`config.mk`:
```
export PLATFORM = sky130hd
export DESIGN_NAME = owd_top
export DESIGN_NICKNAME = d
export VERILOG_FILES = /design/src/logic/owd_pkg.sv /design/src/logic/owd_top.sv
export SDC_FILE = /design/constraint.sdc
export NUM_CORES = 1
export LEC_CHECK = 0
export ABC_AREA = 1
export BUFFER_PORTS_ARGS = -buffer_cell sky130_fd_sc_hd__buf_2
export CORE_UTILIZATION = 40
export DETAILED_ROUTE_END_ITERATION = 12
export HOLD_SLACK_MARGIN = 0.02
export PLACE_DENSITY = 0.69
export SKIP_LAST_GASP = 1
export SYNTH_ARGS = -nofsm -noshare
export SYNTH_HDL_FRONTEND = slang
export SYNTH_SLANG_ARGS = --single-unit
```
`constraint.sdc`:
```
create_clock -name hclk -period 4.49 [get_ports hclk]
set_input_delay 0.449 -clock hclk [delete_from_list [all_inputs] [get_ports hclk]]
set_output_delay 0.449 -clock hclk [all_outputs]
set_load 0.03 [all_outputs]
```
`src/logic/owd_pkg.sv`:
```
/*
 * owd_pkg: constants and carrier types for the option word decoder.
 * assumes a single 100 MHz clock domain and an ahb-lite register bus.
 */
package owd_pkg;

    // program-space locations as word indices; byte address is index * 4
    localparam logic [15:0] OWD_UID0_OFS   = 16'h2000;
    localparam logic [15:0] OWD_UID3_OFS   = 16'h2003;
    localparam logic [15:0] OWD_IDENT_OFS  = 16'h2006;
    localparam logic [15:0] OWD_OPTION_OFS = 16'h2007;
    // own registers
    localparam logic [15:0] OWD_CTRL_OFS   = 16'h2010;
    localparam logic [15:0] OWD_STAT_OFS   = 16'h2014;
    localparam logic [15:0] OWD_PGMADR_OFS = 16'h2018;
    localparam logic [15:0] OWD_PGMDAT_OFS = 16'h201c;

    localparam logic [13:0] OWD_ERASED    = 14'h3fff;
    localparam logic [13:0] OWD_UID_RST   = 14'h3fff;
    localparam int          OWD_WRT_LSB   = 11;
    localparam int          OWD_BROWNOUT_VOLTAGE_SELECT_BIT  = 10;
    localparam int          OWD_LOW_POWER_BROWNOUT_ENABLE_BIT = 9;
    localparam int          OWD_LVP_BIT   = 8;
    localparam int          OWD_CP_BIT    = 7;
    localparam int          OWD_MASTER_CLEAR_PIN_ENABLE_BIT = 6;
    localparam int          OWD_POWERUP_TIMER_ENABLE_N_BIT = 5;
    localparam int          OWD_WDT_LSB   = 3;
    localparam int          OWD_BOR_LSB   = 1;
    localparam int          OWD_FOSC_BIT  = 0;
    localparam int          OWD_TOP_BIT   = 13;

    typedef enum logic [1:0] {
        OWD_WDT_OFF  = 2'b00,
        OWD_WDT_SOFT = 2'b01,
        OWD_WDT_RUN  = 2'b10,
        OWD_WDT_ON   = 2'b11
    } owd_mode_t;

    typedef struct packed {
        logic [9:0] protect_top;     // last protected address
        logic       protect_any;
        logic       brownout_voltage_low;
        logic       low_power_brownout_enable;
        logic       low_voltage_program_enable;
        logic       master_clear_active;
        logic       master_clear_pullup;
        logic       pin3_pullup_by_reg;
        logic       powerup_timer_on;
        logic       watchdog_run;
        logic       watchdog_sleep;
        logic       brownout_run;
        logic       brownout_sleep;
        logic       external_clock_mode;
        logic       code_protect_on;
    } owd_cfg_t;

    typedef struct packed {
        logic        req;
        logic        write;
        logic [9:0]  addr;
        logic [13:0] wdata;
    } owd_prog_req_t;

    typedef struct packed {
        logic        ack;
        logic        refused;
        logic [13:0] rdata;
    } owd_prog_rsp_t;

endpackage : owd_pkg

```
`src/logic/owd_top.sv`:
```
/*
 * owd_top: option word latch and decode, self-write range check,
 * external read guard, user id words and identity word, ahb-lite slave.
 * assumes hclk domain inputs except flash_option_word, which is stable
 * nonvolatile content and is sampled once after reset release.
 */
// The AHB-Lite interface to the registers was decided locally.
// Operation
// - option word lives at 2007h, bit 13 always reads one
// - 256-word part range field protects none, 03Fh, 07Fh or 0FFh
// - 512-word part range field protects none, 07Fh, 0FFh or 1FFh
// - bit 10 set picks low brownout trip, clear picks high
// - bit 9 enables low-power brownout reset
// - bit 8 allows low-voltage programming and forces master clear
// - pin enable ignored under low-voltage programming, else selects pin use
// - bit 5 is active low power-up timer enable
// - brownout enable never turns on the power-up timer
// - watchdog mode field: on, run-only, software, off
// - brownout mode field; software bit used only in mode 01
// - bit 0 picks external clock, else internal oscillator
// - code protect blocks programmer access, reads return zero
// - cpu reads always allowed; cpu writes depend only on range
// - code protection cleared only by bulk erase; reset also clears it until the option word is latched after release
// - four user id words at 2000h-2003h readable and writable
// - identity word at 2006h: part id 13-5, revision 4-0
// - identity word is read-only, writes ignored
module owd_top
    import owd_pkg::*;
#(
    parameter bit         BIG_PART    = 1'b1,
    parameter logic [8:0] PART_ID     = 9'h0a5, // arbitrary value
    parameter logic [4:0] SILICON_REV = 5'h01   // arbitrary value
) (
    // clock and reset
    input  wire logic          hclk,
    input  wire logic          hresetn,
    // ahb-lite slave
    input  wire logic          hsel,
    input  wire logic [31:0]   haddr,
    input  wire logic [1:0]    htrans,
    input  wire logic          hwrite,
    input  wire logic [2:0]    hsize,
    input  wire logic [31:0]   hwdata,
    input  wire logic          hready,
    output logic      [31:0]   hrdata,
    output logic               hreadyout,
    output logic               hresp,
    // nonvolatile option word and erase event
    input  wire logic [13:0]   flash_option_word,
    input  wire logic          bulk_erase_done,
    // cpu self-write check
    input  wire logic          cpu_write_req,
    input  wire logic [9:0]    cpu_write_addr,
    output logic               cpu_write_allow,
    // soft enables from core control registers
    input  wire logic          watchdog_soft_enable,
    input  wire logic          brownout_soft_enable,
    // external programmer access
    input  owd_pkg::owd_prog_req_t prog_req,
    output owd_pkg::owd_prog_rsp_t prog_rsp,
    // decoded settings
    output owd_pkg::owd_cfg_t  cfg,
    output logic               watchdog_enabled,
    output logic               brownout_enabled
);
    import owd_pkg::*;

    typedef struct packed {
        logic        loaded;
        logic [13:0] option;
        owd_cfg_t    cfg;
        logic [3:0][13:0] uid;
        logic        dph;       // data phase pending
        logic        dwr;
        logic [15:0] daddr;
        logic [31:0] rdata;
        logic [9:0]  pgm_addr;
        logic [13:0] pgm_data;
        logic        allow;
        owd_prog_rsp_t prsp;
        logic        wdt_en;
        logic        bor_en;
    } owd_state_t;

    owd_state_t s_q, s_d;

    function automatic owd_cfg_t decode(input logic [13:0] w);
        owd_cfg_t c;
        logic [1:0] r;
        c = '0;
        r = w[OWD_WRT_LSB +: 2];
        unique case (r)
            2'b11: c.protect_top = 10'h000;
            2'b10: c.protect_top = BIG_PART ? 10'h07f : 10'h03f;
            2'b01: c.protect_top = BIG_PART ? 10'h0ff : 10'h07f;
            2'b00: c.protect_top = BIG_PART ? 10'h1ff : 10'h0ff;
        endcase
        c.protect_any = (r != 2'b11);
        c.brownout_voltage_low = w[OWD_BROWNOUT_VOLTAGE_SELECT_BIT];
        c.low_power_brownout_enable = w[OWD_LOW_POWER_BROWNOUT_ENABLE_BIT];
        c.low_voltage_program_enable = w[OWD_LVP_BIT];
        c.master_clear_active = w[OWD_LVP_BIT] | w[OWD_MASTER_CLEAR_PIN_ENABLE_BIT];
        c.master_clear_pullup = w[OWD_LVP_BIT] | w[OWD_MASTER_CLEAR_PIN_ENABLE_BIT];
        c.pin3_pullup_by_reg  = ~(w[OWD_LVP_BIT] | w[OWD_MASTER_CLEAR_PIN_ENABLE_BIT]);
        // timer from its own bit only
        c.powerup_timer_on = ~w[OWD_POWERUP_TIMER_ENABLE_N_BIT];
        c.watchdog_run   = w[OWD_WDT_LSB + 1];
        c.watchdog_sleep = w[OWD_WDT_LSB +: 2] == OWD_WDT_ON;
        c.brownout_run   = w[OWD_BOR_LSB + 1];
        c.brownout_sleep = w[OWD_BOR_LSB +: 2] == OWD_WDT_ON;
        c.external_clock_mode = w[OWD_FOSC_BIT];
        c.code_protect_on = ~w[OWD_CP_BIT];
        return c;
    endfunction : decode

    function automatic logic [13:0] rd_word(input owd_state_t s,
                                            input logic [15:0] a);
        logic [13:0] v;
        v = '0;
        if (a >= OWD_UID0_OFS && a <= OWD_UID3_OFS)
            v = s.uid[a[1:0]];
        else if (a == OWD_IDENT_OFS)
            v = {PART_ID, SILICON_REV};
        else if (a == OWD_OPTION_OFS)
            v = s.option | (14'h1 << OWD_TOP_BIT);
        else if (a == OWD_PGMADR_OFS)
            v = {4'h0, s.pgm_addr};
        else if (a == OWD_PGMDAT_OFS)
            v = s.pgm_data;
        else if (a == OWD_STAT_OFS)
            v = {11'h0, s.cfg.code_protect_on, s.wdt_en, s.bor_en};
        return v;
    endfunction : rd_word

    // every location is one word: the word index is the byte address / 4
    logic [15:0] idx;
    assign idx = haddr[17:2];

    always_comb begin
        s_d = s_q;
        if (!s_q.loaded) begin
            s_d.loaded = 1'b1;
            s_d.option = flash_option_word;
            s_d.cfg    = decode(flash_option_word);
        end
        if (bulk_erase_done) begin
            s_d.option = OWD_ERASED;
            s_d.cfg    = decode(OWD_ERASED);
        end
        // soft enable only in mode 01
        s_d.wdt_en = s_q.cfg.watchdog_run |
            (s_q.option[OWD_WDT_LSB +: 2] == OWD_WDT_SOFT &&
             watchdog_soft_enable);
        s_d.bor_en = s_q.cfg.brownout_run |
            (s_q.option[OWD_BOR_LSB +: 2] == OWD_WDT_SOFT &&
             brownout_soft_enable);
        // cpu write gated by range only
        s_d.allow = cpu_write_req &&
            !(s_q.cfg.protect_any && cpu_write_addr <= s_q.cfg.protect_top);
        s_d.prsp = '0;
        if (prog_req.req) begin
            s_d.prsp.ack = 1'b1;
            if (s_q.cfg.code_protect_on) begin
                s_d.prsp.refused = 1'b1;
            end else if (!prog_req.write) begin
                s_d.prsp.rdata = s_q.pgm_data;
            end else begin
                s_d.pgm_addr = prog_req.addr;
                s_d.pgm_data = prog_req.wdata;
            end
        end
        // ahb-lite data phase
        s_d.dph = 1'b0;
        if (s_q.dph && s_q.dwr) begin
            if (s_q.daddr >= OWD_UID0_OFS && s_q.daddr <= OWD_UID3_OFS)
                s_d.uid[s_q.daddr[1:0]] = hwdata[13:0];
            else if (s_q.daddr == OWD_PGMADR_OFS)
                s_d.pgm_addr = hwdata[9:0];
            else if (s_q.daddr == OWD_PGMDAT_OFS)
                s_d.pgm_data = hwdata[13:0];
        end
        if (hsel && hready && htrans[1]) begin
            s_d.dph   = 1'b1;
            s_d.dwr   = hwrite;
            s_d.daddr = idx;
            s_d.rdata = {18'h0, rd_word(s_q, idx)};
        end
    end

    always_ff @(posedge hclk or negedge hresetn) begin
        if (!hresetn) begin
            s_q        <= '0;
            s_q.option <= OWD_ERASED;
            s_q.cfg    <= decode(OWD_ERASED);
            s_q.uid    <= {4{OWD_UID_RST}};
        end else begin
            s_q <= s_d;
        end
    end

    assign hrdata           = s_q.rdata;
    assign hreadyout        = 1'b1;
    assign hresp            = 1'b0;
    assign cpu_write_allow  = s_q.allow;
    assign prog_rsp         = s_q.prsp;
    assign cfg              = s_q.cfg;
    assign watchdog_enabled = s_q.wdt_en;
    assign brownout_enabled = s_q.bor_en;
    logic unused_ok;
    assign unused_ok = ^{haddr[31:18], haddr[1:0], hsize, hwdata[31:14]};

endmodule : owd_top

```
==> flow_summary_export.csv <==
group,metric,value,unit
clock_network,clockBufferDepth,2,
clock_network,tritoncts,"yes",
worst_setup_path,cp_slowest_cell,"nor2_4",
power,vdd.ir_drop.worst,0.309,mV
worst_setup_path,cp_common_cell,"nand2_1",
run_status,violations,"DRC",
logic_synthesis,synth_seq_cells,154,
logic_synthesis,yosysWarnings,0,
worst_setup_path,critPathKind,"register to register",
worst_setup_path,worst-r2r-cell-count,8,
worst_setup_path,crit_arrival,2.73,ns
clock_network,post-cts-setup-buffers,0,
sta,hold_viol,0,
place,dp_hpwl,15700,um
logic_synthesis,synth_cell_types,40,
worst_setup_path,crit_fanout,30,
worst_setup_path,r2r-start,"s_q[81]",
place,port_buffers,144,
sta,setup_ws,2.12,ns
floorplan,dieWidth,145,um
worst_setup_path,path_cells,"clkinv_1 > nand2_1 > nor4_1 > nand3_2 > nor2_4 > nand2_2 > nand2_1 > nand2_1",
power,fin_total_pwr,3520,uW
drt,dr.pass1.iters,9,
sta,maxSlewHeadroom,36.5,%
global_routing,grt_usage,21.2,%
place,preCtsSetupSlack,2.02,ns
power,power_density,383,mW/mm^2
worst_setup_path,start_kind,"register",
sta,skew,0.00984,ns
drt,vias_per_cell,4.93,
logic_synthesis,synth_top_area_cell,"dfrtp_1",
place,gp_congestion,0.960,
sta,rsz0062_at_grt,"no",
worst_setup_path,endpoint_kind,"register",
worst_setup_path,cp_num_buf_inv,1,
clock_network,holdBufCountCts,0,
sta,finalCritPeriodShare,52.8,%
global_routing,overflow,0,
clock_network,cts-resized-gates,0,
global_routing,gr-usage-met2,32.6,%
clock_network,clockRootBuffer,"clkbuf_16",
sta,setup_viol,0,
floorplan,fp.dieArea,0.0212,mm^2
power,p_leak,0.00480,uW
global_routing,antenna_found_initial,3,
global_routing,grtUsageMet1,28.4,%
logic_synthesis,synth_seq_area_share,47.9,%
global_routing,busiest_layer,"met2",
worst_setup_path,reg2reg_to,"s_q[99]",
sta,max_freq,422,MHz
drt,drc,1,
worst_setup_path,crit_required,4.85,ns
run,max_cap_violations,0,
layout,areaGrowthSynthToFinish,11.5,%
worst_setup_path,crit_family,"simple AND/OR/NAND/NOR gates",
logic_synthesis,syn_area,0.00824,mm^2
floorplan,num_rows,52,
sta,fin_tns_setup,0,ns
floorplan,ios,205,
drt,wire_per_inst,16.0,um
drt,via_count,6730,
clock_network,clkSlewWorstSetupHoldPaths,0.06,ns
global_routing,grt_pass1_vias,6404,
floorplan,design.core.area,0.0202,mm^2
drt,ant_nets,0,
worst_setup_path,reg2reg_slack,2.12,ns
logic_synthesis,yosys-top-cells-area,"dfrtp_1 (25%), dfstp_2 (23%), nand2_1 (12%), buf_4 (7.0%), nand3_1 (5.3%)",
logic_synthesis,synth_top_area_share,24.9,%
floorplan,die_y,145,um
floorplan,start_util,40.7,%
logic_synthesis,synthCells,1006,
clock_network,cts_sinks,154,
global_routing,met3_usage,4.92,%
sta,maxSlewViolCount,0,
drt,drtIter0Drc,573,
global_routing,grt_max_degree,76,
clock_network,clk-insertion-delay-late,0.43,ns
sta,worst_slew_pin_slew,0.949,ns
run_status,status,"finished with violations",
layout,drive_gt1_share,26.9,%
clock_network,htreeDepth,4,
drt,routed_wl,21900,um
hold_path,worst_hold_path_type,"primary input to asynchronous set/reset pin",
logic_synthesis,avgSynthCellArea,8.19,um^2
sta,fin_crit,2.37,ns
clock_network,cts_buffers,17,
global_routing,grt_first_pass_wirelength,34500,um
layout,nets,1217,
worst_setup_path,max_stage_delay,0.63,ns
how the worst max path moves through the flow:
stage | startpoint | end | slack [ns] | depth (start not counted)
2_1_floorplan | cfg[20] | cpu_write_allow | 2.84 | 8
3_3_place_gp | haddr[2] | hrdata[13] | 2.03 | 9
3_5_place_dp | haddr[2] | hrdata[13] | 2.02 | 9
4_1_cts | s_q[87] | s_q[121] | 2.14 | 8
5_1_grt | s_q[81] | s_q[123] | 1.94 | 8
6_report | s_q[81] | s_q[99] | 2.12 | 8
area by class of cell:
type / count / area [um^2]
diodes: 2 / 5.00
clock inverters: 11 / 120
well taps: 270 / 338
inverters: 101 / 379
repair buffers: 152 / 787
fillers: 2004 / 11000
flip-flops and latches: 154 / 3940
multi-input cells: 654 / 3150
clock buffers: 21 / 460
sequential cells by signal (all words and copies together), names as in the netlist:
register / count
watchdog_enabled: 1
brownout_enabled: 1
cpu_write_allow: 1
hrdata: 14
prog_rsp: 16
s_q: 112
cfg: 9
through the flow:
stage / instance area (um^2) / utilization [%] / instances / hold slack (ns)
floorplan: 8310 / - / 1026 / 0.153
global placement: 8600 / 42.5 / 1331 / 0.449
detailed placement: 8600 / 42.5 / 1331 / 0.451
CTS: 9180 / 45.4 / 1363 / 0.0643
global route: 9190 / 45.4 / 1365 / 0.0990
finish: 9190 / 45.4 / 1365 / 0.0410
synth_stat cells:
cell        n
a21boi_0    1
a21o_1      1
a21oi_1    19
a22oi_1    11
a31oi_1    10
buf_1       1
buf_12      4
buf_2      18
buf_4      77
buf_8       2
clkbuf_1   15
clkinv_1    3
conb_1      2
dfrtp_1    82
dfstp_2    72
ha_1        9
inv_1      97
inv_2       1
mux2_2     14
nand2_1   267
nand2_2     4
nand3_1    87
nand3_2     4
nand4_1    17
nor2_1     96
nor2_2      2
nor2_4      3
nor3_1      5
nor3_2      1
nor3b_1     1
nor4_1      1
nor4_2      1
o211ai_1   11
o21a_1      1
o21ai_0    33
o21ai_1    10
o22a_1      2
o22ai_1     3
o31ai_1     8
or2_2      10
cells in the final DEF (no fill, tap or decap), types with 11 or more instances in the layout:
cell	count
a21oi_1	19
a22oi_1	11
buf_2	143
clkbuf_16	17
conb_1	22
dfrtp_1	82
dfstp_2	72
inv_1	97
mux2_2	14
nand2_1	267
nand3_1	87
nand4_1	17
nor2_1	95
o211ai_1	11
o21ai_0	33
layer usage:
| layer | part of all wire [%] | vias to the layer above | wire length (um) |
|---|---|---|---|
| met5 | 0.059 | - | 13 |
| met4 | 3.1 | 2 | 688 |
| met3 | 6.5 | 47 | 1430 |
| met2 | 45 | 244 | 9950 |
| met1 | 45 | 3162 | 9820 |
| li1 | - | 3275 | - |
logic make-up (layout without fill, tap and decap cells):
logic type	count (synthesis)	after routing	synth area share, %
muxes	14	14	1.91
buffers and inverters	218	285	14.8
and+or+nand+nor	499	499	26.0
DFF	154	154	47.9
other	2	24	0.0912
adders and majority gates	9	9	1.37
AOI/OAI and AO/OA	110	110	7.98
where the power goes:
part | leakage, uW | switching, uW | internal, uW | total (uW)
logic | 0.00274 | 362 | 163 | 525
registers | 0.00178 | 76.5 | 1500 | 1570
clock network | 0.000281 | 576 | 845 | 1420
Note: power is estimated with default switching activity, not from simulation.
